<file path="src/tmr_pkg.sv">
package tmr_pkg;
	// Register map (indices of the configuration RAM).
	localparam logic [6:0] TMR_ADDR_SLAVE_ID   = 7'h00;
	localparam logic [6:0] TMR_ADDR_TEST_FUNC  = 7'h15;
	localparam logic [6:0] TMR_ADDR_READ_SRC   = 7'h18;
	// Field positions.
	localparam int TMR_SLAVE_ID_MSB  = 6;
	localparam int TMR_TEST_FUNC_MSB = 7;
	localparam int TMR_TEST_FUNC_LSB = 6;
	localparam int TMR_READ_SRC_BIT  = 7;
	localparam int TMR_FAST_RATE_BIT = 0;
	// Test function codes.
	localparam logic [1:0] TMR_TF_OFF      = 2'b00;
	localparam logic [1:0] TMR_TF_PARTIAL  = 2'b01;
	localparam logic [1:0] TMR_TF_FULL     = 2'b11;
	// Address ranges sent or reloaded.
	localparam logic [6:0] TMR_EE_PART_FIRST  = 7'h1B;
	localparam logic [6:0] TMR_EE_LAST        = 7'h7F;
	localparam logic [6:0] TMR_RAM_FIRST      = 7'h3B;
	localparam logic [6:0] TMR_RAM_LAST       = 7'h43;
	localparam logic [6:0] TMR_EE_FULL_FIRST  = 7'h00;
	localparam logic [6:0] TMR_RELOAD_LAST    = 7'h21;
	// Frame layout: start bit, eight data bits, pause bits.
	localparam int TMR_DATA_BITS  = 8;
	localparam int TMR_PAUSE_BITS = 1;
	// Output clock half-bit times in picoseconds and clock period.
	localparam int TMR_CLK_PS      = 40000;
	localparam int TMR_FAST_PS     = 780000;
	localparam int TMR_SLOW_PS     = 3125000;
	localparam int TMR_FAST_CYC    = TMR_FAST_PS / TMR_CLK_PS;
	localparam int TMR_SLOW_CYC    = TMR_SLOW_PS / TMR_CLK_PS;
	localparam int TMR_CNT_W       = 7;
	// Reset value of the configuration RAM.
	localparam logic [7:0] TMR_RAM_RESET = 8'h00;
	// Transmitter states.
	typedef enum logic [3:0] {
		TMR_IDLE  = 4'b0001,
		TMR_FETCH = 4'b0010,
		TMR_SEND  = 4'b0100,
		TMR_WAIT  = 4'b1000
	} tmr_state_e;
	// Last count of a half-bit period, one less than its length in system clock cycles.
	function automatic logic [TMR_CNT_W-1:0] tmr_half_len(input logic fast);
		tmr_half_len = fast ? TMR_CNT_W'(TMR_FAST_CYC - 1)
			: TMR_CNT_W'(TMR_SLOW_CYC - 1);
	endfunction
endpackage

</file>
<file path="src/tmr_readout.sv">
`timescale 1ns/1ps
module tmr_readout import tmr_pkg::*; (
	// Clock and reset.
	input  wire logic       clk_sys,
	input  wire logic       resetn,
	input  wire logic       clk_en,
	// Alarm pin threshold detectors.
	input  wire logic       entry_threshold,
	input  wire logic       exit_threshold,
	// Configuration RAM write port.
	input  wire logic       cfg_wr,
	input  wire logic [6:0] cfg_addr,
	input  wire logic [7:0] cfg_wdata,
	// Configuration RAM read port.
	output logic [7:0]      cfg_rdata,
	// External EEPROM read channel.
	output logic            ee_req,
	output logic [6:0]      ee_slave_id,
	output logic [6:0]      ee_addr,
	input  wire logic       ee_ack,
	input  wire logic [7:0] ee_rdata,
	// Reload after test mode.
	output logic            reload_req,
	output logic [6:0]      reload_last,
	input  wire logic       reload_done,
	// Alarm pin low-side sink, output enable low while sinking.
	output logic            alarm_out,
	output logic            alarm_oe_n,
	// Status.
	output logic            test_active
);
	logic [7:0]  ram_q [0:127];
	logic [6:0]  ptr_q;
	logic [6:0]  last_q;
	logic        from_ee_q;
	logic [7:0]  byte_q;
	logic        load_q;
	tmr_state_e  state_q;
	logic        in_test_q;
	logic        tick;
	logic        busy;
	logic        sink_on;
	logic [1:0]  tfunc;
	logic        src_ram;
	logic        leave;
	logic        enter;

	assign tfunc   =
		ram_q[TMR_ADDR_TEST_FUNC][TMR_TEST_FUNC_MSB:TMR_TEST_FUNC_LSB];
	assign src_ram = ram_q[TMR_ADDR_READ_SRC][TMR_READ_SRC_BIT];
	assign enter   = !in_test_q && entry_threshold && tfunc[0];
	assign leave   = in_test_q && exit_threshold;

	// Configuration RAM; test equipment reads back what software stored.
	always_ff @(posedge clk_sys or negedge resetn) begin
		if (!resetn) begin
			for (int i = 0; i < 128; i++) begin
				ram_q[i] <= TMR_RAM_RESET;
			end
			cfg_rdata <= '0;
		end else if (clk_en) begin
			if (cfg_wr) begin
				ram_q[cfg_addr] <= cfg_wdata;
			end
			cfg_rdata <= ram_q[cfg_addr];
		end
	end

	// Test mode entry and exit.
	always_ff @(posedge clk_sys or negedge resetn) begin
		if (!resetn) begin
			in_test_q   <= 1'b0;
			test_active <= 1'b0;
		end else if (clk_en) begin
			if (enter) begin
				in_test_q <= 1'b1;
			end else if (leave) begin
				in_test_q <= 1'b0;
			end
			test_active <= enter || (in_test_q && !leave);
		end
	end

	// Reload request on exit with a nonzero function.
	always_ff @(posedge clk_sys or negedge resetn) begin
		if (!resetn) begin
			reload_req  <= 1'b0;
			reload_last <= '0;
			ee_slave_id <= '0;
		end else if (clk_en) begin
			ee_slave_id <= ram_q[TMR_ADDR_SLAVE_ID][TMR_SLAVE_ID_MSB:0];
			if (leave && tfunc != TMR_TF_OFF) begin
				reload_req  <= 1'b1;
				reload_last <= TMR_RELOAD_LAST;
			end else if (reload_done) begin
				reload_req <= 1'b0;
			end
		end
	end

	// Byte sequencer.
	always_ff @(posedge clk_sys or negedge resetn) begin
		if (!resetn) begin
			state_q   <= TMR_IDLE;
			ptr_q     <= '0;
			last_q    <= '0;
			from_ee_q <= 1'b0;
			byte_q    <= '0;
			load_q    <= 1'b0;
			ee_req    <= 1'b0;
			ee_addr   <= '0;
		end else if (clk_en) begin
			load_q <= 1'b0;
			if (leave) begin
				state_q <= TMR_IDLE;
				ee_req  <= 1'b0;
			end else begin
				case (state_q)
					TMR_IDLE: begin
						if (enter) begin
							if (tfunc == TMR_TF_FULL) begin
								ptr_q     <= TMR_EE_FULL_FIRST;
								last_q    <= TMR_EE_LAST;
								from_ee_q <= 1'b1;
							end else if (src_ram) begin
								ptr_q     <= TMR_RAM_FIRST;
								last_q    <= TMR_RAM_LAST;
								from_ee_q <= 1'b0;
							end else begin
								ptr_q     <= TMR_EE_PART_FIRST;
								last_q    <= TMR_EE_LAST;
								from_ee_q <= 1'b1;
							end
							state_q <= TMR_FETCH;
						end
					end
					TMR_FETCH: begin
						if (!from_ee_q) begin
							byte_q  <= ram_q[ptr_q];
							load_q  <= 1'b1;
							state_q <= TMR_SEND;
						end else if (ee_req && ee_ack) begin
							ee_req  <= 1'b0;
							byte_q  <= ee_rdata;
							load_q  <= 1'b1;
							state_q <= TMR_SEND;
						end else begin
							ee_req  <= 1'b1;
							ee_addr <= ptr_q;
						end
					end
					TMR_SEND: begin
						if (busy) begin
							state_q <= TMR_WAIT;
						end
					end
					TMR_WAIT: begin
						if (!busy) begin
							if (ptr_q == last_q) begin
								state_q <= TMR_IDLE;
							end else begin
								ptr_q   <= ptr_q + 1'b1;
								state_q <= TMR_FETCH;
							end
						end
					end
					default: state_q <= TMR_IDLE;
				endcase
			end
		end
	end

	tmr_timebase u_timebase (
		.clk_sys          (clk_sys),
		.resetn           (resetn),
		.clk_en           (clk_en),
		.run              (busy),
		.fast_rate_select (ram_q[TMR_ADDR_READ_SRC][TMR_FAST_RATE_BIT]),
		.tick             (tick)
	);

	tmr_shifter u_shifter (
		.clk_sys (clk_sys),
		.resetn  (resetn),
		.clk_en  (clk_en),
		.load    (load_q),
		.data    (byte_q),
		.abort   (leave),
		.tick    (tick),
		.busy    (busy),
		.sink_on (sink_on)
	);

	// Open-drain sink: line pulled low only while sinking.
	always_ff @(posedge clk_sys or negedge resetn) begin
		if (!resetn) begin
			alarm_out  <= 1'b0;
			alarm_oe_n <= 1'b1;
		end else if (clk_en) begin
			alarm_out  <= 1'b0;
			alarm_oe_n <= !(sink_on && in_test_q);
		end
	end

	// Entry, exit and reload.
	a_no_entry: assert property (@(posedge clk_sys)
		disable iff (!resetn)
		clk_en && !in_test_q && entry_threshold && !tfunc[0]
		|=> !in_test_q)
		else $error("test mode entered while disabled");
	a_test_flag: assert property (@(posedge clk_sys)
		disable iff (!resetn)
		clk_en && enter |=> in_test_q && test_active)
		else $error("test mode not entered");
	a_exit_abort: assert property (@(posedge clk_sys)
		disable iff (!resetn)
		clk_en && leave |=> state_q == TMR_IDLE && !busy)
		else $error("transmission not aborted on exit");
	a_exit_quiet: assert property (@(posedge clk_sys)
		disable iff (!resetn)
		clk_en && leave |=> ##1 alarm_oe_n)
		else $error("line still sinking after exit");
	a_reload_req: assert property (@(posedge clk_sys)
		disable iff (!resetn)
		clk_en && leave && tfunc != TMR_TF_OFF
		|=> reload_req && reload_last == TMR_RELOAD_LAST)
		else $error("no reload on exit");
	a_reload_hold: assert property (@(posedge clk_sys)
		disable iff (!resetn)
		clk_en && reload_req && !reload_done |=> reload_req)
		else $error("reload request dropped early");
	a_no_reload: assert property (@(posedge clk_sys)
		disable iff (!resetn)
		clk_en && leave && tfunc == TMR_TF_OFF && !reload_req
		|=> !reload_req)
		else $error("reload with function zero");
	a_slave_id: assert property (@(posedge clk_sys)
		disable iff (!resetn)
		clk_en |=> ee_slave_id ==
		$past(ram_q[TMR_ADDR_SLAVE_ID][TMR_SLAVE_ID_MSB:0]))
		else $error("slave id mismatch");

	// Ranges and byte sources.
	a_ram_range: assert property (@(posedge clk_sys)
		disable iff (!resetn)
		clk_en && enter && tfunc == TMR_TF_PARTIAL && src_ram
		|=> ptr_q == TMR_RAM_FIRST && last_q == TMR_RAM_LAST)
		else $error("wrong RAM range");
	a_part_range: assert property (@(posedge clk_sys)
		disable iff (!resetn)
		clk_en && enter && tfunc == TMR_TF_PARTIAL && !src_ram
		|=> from_ee_q && ptr_q == TMR_EE_PART_FIRST
		&& last_q == TMR_EE_LAST)
		else $error("wrong partial EEPROM range");
	a_full_range: assert property (@(posedge clk_sys)
		disable iff (!resetn)
		clk_en && enter && tfunc == TMR_TF_FULL
		|=> from_ee_q && ptr_q == TMR_EE_FULL_FIRST)
		else $error("wrong full range");
	a_range_bound: assert property (@(posedge clk_sys)
		disable iff (!resetn)
		state_q != TMR_IDLE |-> ptr_q <= last_q)
		else $error("address beyond range");
	a_ascend: assert property (@(posedge clk_sys)
		disable iff (!resetn)
		clk_en && state_q == TMR_WAIT && !busy && ptr_q != last_q && !leave
		|=> ptr_q == $past(ptr_q) + 7'h01)
		else $error("address not ascending");
	a_ram_byte: assert property (@(posedge clk_sys)
		disable iff (!resetn)
		clk_en && state_q == TMR_FETCH && !from_ee_q && !leave
		|=> load_q && byte_q == $past(ram_q[ptr_q]))
		else $error("RAM byte not loaded");
	a_ee_hold: assert property (@(posedge clk_sys)
		disable iff (!resetn)
		clk_en && ee_req && !ee_ack && !leave
		|=> ee_req && $stable(ee_addr))
		else $error("EEPROM request not held");
	a_ee_take: assert property (@(posedge clk_sys)
		disable iff (!resetn)
		clk_en && ee_req && ee_ack && !leave
		|=> !ee_req && load_q && byte_q == $past(ee_rdata))
		else $error("EEPROM byte not taken");

	// Pin drive.
	a_oe_idle: assert property (@(posedge clk_sys)
		disable iff (!resetn)
		clk_en && !in_test_q |=> alarm_oe_n)
		else $error("line sinks outside test mode");
	a_out_low: assert property (@(posedge clk_sys)
		disable iff (!resetn)
		alarm_out == 1'b0)
		else $error("pin level not low");

	c_enter: cover property (@(posedge clk_sys) enter);
	c_ram_send: cover property (@(posedge clk_sys)
		state_q == TMR_WAIT && !from_ee_q && !busy);
	c_reload: cover property (@(posedge clk_sys) $rose(reload_req));
	c_abort: cover property (@(posedge clk_sys) leave && busy);
endmodule // tmr_readout

</file>
<file path="src/tmr_shifter.sv">
`timescale 1ns/1ps
module tmr_shifter import tmr_pkg::*; (
	// Clock and reset.
	input  wire logic       clk_sys,
	input  wire logic       resetn,
	input  wire logic       clk_en,
	// Control.
	input  wire logic       load,
	input  wire logic [7:0] data,
	input  wire logic       abort,
	input  wire logic       tick,
	// Status and line.
	output logic            busy,
	output logic            sink_on
);
	localparam int NB = 1 + TMR_DATA_BITS + TMR_PAUSE_BITS;
	logic [NB-1:0] sh_q;
	logic [4:0]    half_q;
	logic          second_q;

	always_ff @(posedge clk_sys or negedge resetn) begin
		if (!resetn) begin
			sh_q     <= '0;
			half_q   <= '0;
			second_q <= 1'b0;
			busy     <= 1'b0;
			sink_on  <= 1'b0;
		end else if (clk_en) begin
			if (abort) begin
				busy    <= 1'b0;
				sink_on <= 1'b0;
			end else if (load && !busy) begin
				sh_q     <= {1'b1, data, 1'b0};
				half_q   <= 5'(2 * NB);
				second_q <= 1'b0;
				busy     <= 1'b1;
			end else if (busy && tick) begin
				if (half_q <= 5'd2 * 5'(TMR_PAUSE_BITS)) begin
					sink_on <= 1'b0;
				end else begin
					// One bit: on then off; zero bit: off then on.
					sink_on <= second_q ? ~sh_q[NB-1] : sh_q[NB-1];
				end
				if (second_q) begin
					sh_q <= {sh_q[NB-2:0], 1'b0};
				end
				second_q <= ~second_q;
				half_q   <= half_q - 1'b1;
				if (half_q == 5'd1) begin
					busy <= 1'b0;
				end
			end
		end
	end

	a_pause_off: assert property (@(posedge clk_sys)
		disable iff (!resetn)
		busy && half_q <= 5'd1 |-> !sink_on)
		else $error("line sinks during pause");
	a_idle_off: assert property (@(posedge clk_sys)
		disable iff (!resetn)
		!busy |-> !sink_on)
		else $error("line sinks outside a frame");
	c_frame: cover property (@(posedge clk_sys) disable iff (!resetn)
		$fell(busy));
endmodule // tmr_shifter

</file>
<file path="src/tmr_timebase.sv">
`timescale 1ns/1ps
module tmr_timebase import tmr_pkg::*; (
	// Clock and reset.
	input  wire logic clk_sys,
	input  wire logic resetn,
	input  wire logic clk_en,
	// Control.
	input  wire logic run,
	input  wire logic fast_rate_select,
	// Half-bit tick.
	output logic      tick
);
	logic [TMR_CNT_W-1:0] cnt_q;

	// Restarting on run keeps the first half-bit a full period long.
	always_ff @(posedge clk_sys or negedge resetn) begin
		if (!resetn) begin
			cnt_q <= '0;
			tick  <= 1'b0;
		end else if (clk_en) begin
			if (!run || cnt_q == tmr_half_len(fast_rate_select)) begin
				cnt_q <= '0;
			end else begin
				cnt_q <= cnt_q + 1'b1;
			end
			tick <= run && cnt_q == tmr_half_len(fast_rate_select);
		end
	end
endmodule // tmr_timebase
</file>
<file path="config.mk">
export PLATFORM = sky130hd
export DESIGN_NAME = tmr_readout
export DESIGN_NICKNAME = d
export VERILOG_FILES = /design/src/tmr_pkg.sv /design/src/tmr_readout.sv /design/src/tmr_shifter.sv /design/src/tmr_timebase.sv
export SDC_FILE = /design/constraint.sdc
export NUM_CORES = 2
export LEC_CHECK = 0
export BUFFER_PORTS_ARGS = -buffer_cell sky130_fd_sc_hd__buf_4
export CORE_AREA = 2 2 448 450
export DETAILED_ROUTE_END_ITERATION = 6
export DIE_AREA = 0 0 450 452
export PLACE_DENSITY = 0.5
export RECOVER_POWER = 25
export SLEW_MARGIN = 20
export SYNTH_ARGS = -nofsm -noshare
export SYNTH_HDL_FRONTEND = slang
export SYNTH_SLANG_ARGS = --single-unit
export TNS_END_PERCENT = 1
</file>
<file path="constraint.sdc">
create_clock -name clk_sys -period 2.4 [get_ports clk_sys]
set_input_delay 0.12 -clock clk_sys [delete_from_list [all_inputs] [get_ports clk_sys]]
set_output_delay 0.12 -clock clk_sys [all_outputs]
set_load 0.01 [all_outputs]
</file>
After elaboration in Yosys (flattened, before gate mapping):

Cells that the tools add are included.

* input bits: 31
* bits in registers: 1106
* word-level logic and storage cells: 281
* output and inout port bits: 34

* bitwise operators: 6
* magnitude comparators: 4
* reduce and logical (&&, ||, !) cells: 42
* equal/unequal tests: 17
* multiplexer cells: 59
* $add $sub $neg: 3

Operator list (count)
* $bwmux W1024: 1
* $bmux W8 S7: 2
* $demux W8 S7: 1
* $mux W8: 7
* $mux W7: 5
* $mux W10: 3
* $mux W1: 25
* $mux W4: 6
* $mux W6: 4
* $reduce_bool A2 Y1: 9
* $ge A8 B8 Y1 const B: 2
* $not A7 Y8: 2
* $pmux W4 S4: 1
* $add A7 B1 Y7 const B: 2
* $eq A7 B7 Y1: 2
* $pmux W7 S2: 1
* $reduce_and A3 Y1: 4
* $reduce_and A4 Y1: 3
* $logic_and A1 B1 Y1: 11
* $mux W5: 2
* $reduce_and A5 Y1: 2
* $lt A8 B1 Y1 const B: 1
* $ne A2 B2 Y1 const B: 4
* $reduce_and A2 Y1: 4
* other kinds (18): 27

Longest topological paths before layout:

* word-level depth: 6
* gate-level depth with buffers: 12
* gate-level depth less buffers: 6

Modules after synthesis:

A second synthesis with hierarchy kept.

* cell total of the unflattened synthesis: 4415
* area total of the unflattened synthesis: 58886.5 µm²

Modules (own cells, without submodules)
* tmr_readout: area an instance 57486.4 µm², cells each 4291, sequential area each 26878.3 µm², instances 1
* tmr_shifter: area an instance 947.2 µm², cells each 82, sequential area each 425.4 µm², instances 1
* tmr_timebase: area an instance 452.9 µm², cells each 42, sequential area each 200.2 µm², instances 1

Worst setup path after synthesis:

Ideal clock, no wire load.

* kind: flip-flop to flip-flop
* start: reg ptr_q[0]
* end: reg byte_q[4]
* cell stages (with the launch flop): 11
* setup slack: -0.079 ns
* clock period less this slack: 2.479 ns
* data required time: 2.274 ns
* arrival time: 2.353 ns
* buffers on the path: 4
* library setup time: 0.126 ns
* cells stage by stage: dfrtp_1 buf_6 buf_6 buf_6 buf_2 mux4_2 a22oi_1 a21oi_1 o21ai_0 o21ai_0 a221o_1

* cells in the longest elaborated chain, start to end: 5

RTL lines
* start, declared: line tmr_readout.sv:33 `logic [6:0] ptr_q;`
* start signal, assigned: line tmr_readout.sv:162 `ptr_q <= ptr_q + 1'b1;`
* $not A7 Y8 (not written as such): line tmr_readout.sv:139 `byte_q <= ram_q[ptr_q];`
* $bmux W8 S7: line tmr_readout.sv:139
* $mux W8 (not written as such) (2 in a row): line tmr_readout.sv:139
* $mux W8: line tmr_readout.sv:138 `if (!from_ee_q) begin`
* end signal, assigned: line tmr_readout.sv:139
* end signal, assigned: line tmr_readout.sv:144 `byte_q <= ee_rdata;`
* end, declared: line tmr_readout.sv:36 `logic [7:0] byte_q;`

Every way passes these cells. The select of a mux whose other input is x is not followed.
A chain may end at the register's enable or synchronous reset.

Worst setup path after layout:

* start: reg ptr_q[1]
* end: reg byte_q[3]

Same word-level chain as after synthesis.

==> results_dict.tcl <==
set metrics [dict create \
    cts_root_buffer "clkbuf_16" \
    rows 164 \
    ys_types 88 \
    min_path_type "input port to flop" \
    syn_area_per_cell_um2 13.39 \
    grt_use_total_pct 25.56 \
    cts_tree "yes" \
    drv_slew 182 \
    cap_violations 4 \
    core_area_mm2 0.1986 \
    gp_congestion 0.9743 \
    layout_min_cycle_time_ns 2.844 \
    setup_ws_ns -0.4445 \
    critPathRequiredTime_ns 3.10 \
    yosys.area.top_type "dfrtp_1" \
    wire_per_inst_um 32.77 \
    ys_seq_area_share_pct 46.38 \
    vias 46740 \
    cts_sinks 1099 \
    ant_nets 0 \
    die_width_um 450 \
    insertion_delay_ns 0.82 \
    antenna_found_initial 8 \
    die_area_mm2 0.2034 \
    synth_simple_gate_area_share_pct 4.724 \
    path_max_fanout 6 \
    violations "capacitance limit, slew limit, setup timing" \
    pwr-share-clk_pct 35.3 \
    first_global_vias 47090 \
    synthTopCellsByArea "dfrtp_1, mux2_2, mux4_2" \
    vias_per_cell 5.785 \
    seq_area_mm2 0.02752 \
    layout.cells.non_filler 8078 \
    synth_async_sr_flop_share_pct 100.0 \
    switching_power_mw 20.07 \
    yosys_warnings 0 \
    grt_max_degree 129 \
    start_util_pct 29.85 \
    cp-start-kind "flop" \
    fin_skew_ns 0.03860 \
    dp.final_hpwl_um 190700 \
    grt_pass1_wl_um 373300 \
    p_total_mw 61.41 \
    netlist_instances 4428 \
    cts.clk_slew.worst_paths_ns 0.06 \
    power.share.sequential_pct 33.6 \
    synth-compound-area-share_pct 8.566 \
    rsz0062_at_grt "yes" \
    drc 0 \
    drtIter0Drc 5209 \
    swShare_pct 32.68 \
    synth_edf_count 0 \
    grt_overflow 0 \
    first_pass_iters 6 \
    io_buffers 58 \
    tightestPinTransition_ns 2.187 \
    setup_viol 83 \
    nFillCells 18990 \
    layout-drive-gt1-share_pct 54.83 \
    fmax_mhz 351.6 \
    ys_seq_elements 1099 \
    multi_input_area_mm2 0.03073 \
    ioPinCount 65 \
    outcome "finished with violations" \
    p_leak_nw 34.85 \
    path_class "flop to flop" \
    p_int_mw 41.34 \
    irDropWorstVdd_mv 0.5505 \
    layout.nets 5348 \
    placed_cells 7751 \
    areaGrowthSynthToFinish_pct 30.65 \
    cts_buffer_depth 3 \
    yosys.area_share.xor_xnor_pct 0.1477 \
    relSlewSlack_pct -45.77 \
    finalHoldViolations 0 \
    cts_buffers 135 \
    arrival_ns 3.54 \
    synth_common_cells "mux2_2, dfrtp_1, mux4_2" \
    power_density_mw_per_mm2 792.6 \
    wirelength_um 264700 \
    yosys-mux-area-fraction_pct 36.80 \
    netlist.area_leader.share_pct 46.29 \
    synth_top_family_by_area "multiplexers" \
    worstSetupEndpointType "flop" \
    comb_power_share_pct 31.1 \
    ys.flop_type "dfrtp_1" \
    yosysMostFrequentCell "mux2_2" \
    htreeDepth 4 \
    synth_fa_ha_area_share_pct 0.1055 \
    r2r_slack_ns -0.44 \
    netlist_area_mm2 0.05930 \
    die_h_um 452 \
    fin_crit_sh_pct 118.5 \
]
power by group through the flow:
stage	Sequential [mW]	Combinational [mW]	Clock (mW)
floorplan	20.5	8.08	0
global placement	20.9	16.1	0
detailed placement	20.9	16.1	0
CTS	20.6	18.0	22.1
global route	20.7	19.6	22.8
finish	20.6	19.1	21.7
worst paths after layout:
check / cells after the start / end / startpoint
max: 9 / byte_q[3]$_DFFE_PN0P_ / ptr_q[1]$_DFFE_PN0P_
min: 2 / ram_q[629]$_DFFE_PN0P_ / cfg_wdata[5]
min reg2reg: 1 / alarm_oe_n$_DFFE_PN1P_ / u_shifter.sink_on$_DFFE_PN0P_
min in group asynchronous: 3 / ee_slave_id[1]$_DFFE_PN0P_ / resetn
max in group asynchronous: 4 / ram_q[557]$_DFFE_PN0P_ / resetn
max reg2reg: 9 / byte_q[3]$_DFFE_PN0P_ / ptr_q[1]$_DFFE_PN0P_
cells in the final DEF (no fill, tap or decap), types with 13 or more instances in the layout:
cell type,instances
buf_6,23
a31oi_1,16
inv_1,13
nor2_1,117
nand3_1,43
nand2_1,197
o21ai_0,44
a221o_1,38
o211ai_1,16
mux2_2,1164
a21oi_1,88
buf_8,13
nand2b_1,18
nor2_2,55
buf_4,862
and3_1,15
nor3_1,13
buf_12,176
o221ai_1,26
o22ai_1,62
o2bb2ai_1,25
a221oi_1,123
a22o_1,13
clkbuf_8,31
dlygate4sd3_1,24
mux2i_1,169
mux4_2,299
clkbuf_1,44
dfrtp_1,1093
a22oi_1,73
clkbuf_16,139
registers in the layout, indices dropped and copies added, names as in the netlist, 5 cells and up:
signal and cells:
ram_q 1024, u_shifter.half_q 5, byte_q 8, u_timebase.cnt_q 7, u_shifter.sh_q 9, cfg_rdata 8, ee_slave_id 7, ptr_q 7
ee_addr 7
layer usage:
metal  track usage, %  vias to the layer above  routed length (µm)
met5                0                        -                  41
li1                 -                    18930                   -
met1            34.39                    24950              110400
met3            5.292                      567               21390
met4            13.02                        6               15380
met2            38.91                     2279              117500
metrics by stage:
stage,cell area (µm²),hold WS (ns),utilization [%],worst slack [ns],setup TNS [ns]
final,77470,0.06728,39.00,-0.4445,-4.685
after global routing,77460,0.08001,39.00,-0.3677,-39.49
after CTS,77030,0.03654,38.78,-0.3953,-2.883
after detailed placement,70990,0.03656,35.74,-0.9247,-113.03
after global placement,70990,0.04028,35.74,-0.9232,-108.25
after floorplan,59320,-0.1756,-,-0.03525,-0.08299
critical path: stages, from the launching register on:
cell and delay (ns):
dfrtp_4 0.54, buf_4 0.19, clkbuf_16 0.19, buf_4 0.16, buf_4 0.16, mux4_2 0.33
a211oi_2 0.51, o21ai_1 0.29, a21oi_2 0.26, o22ai_1 0.10
area by class of cell:
type | count | area share (%)
Inverter | 19 | 0.09690
Clock inverter | 39 | 0.9593
Clock buffer | 203 | 5.091
Tap cell | 2656 | 4.290
Sequential cell | 1099 | 35.52
Antenna cell | 5 | 0.01615
Timing Repair Buffer | 1130 | 14.36
Multi-Input combinational cell | 2927 | 39.67
logic make-up after synthesis:
kind of cell	after synthesis
mux	1652
other cells	1
simple gates	575
fa+ha+maj	5
flops	1099
xor+xnor	10
buf+inv	407
compound gates	679
timing repair:
action | CTS | global route
resized for setup | 150 | 73
gates cloned | 4 | 4
pin swaps | 29 | 34
hold endpoints to repair | 1267 | 0
buffers inserted | 29 | 26
hold buffers | 24 | 0
setup endpoints to repair | 18 | 21
Note: power is estimated with default switching activity, not from simulation.
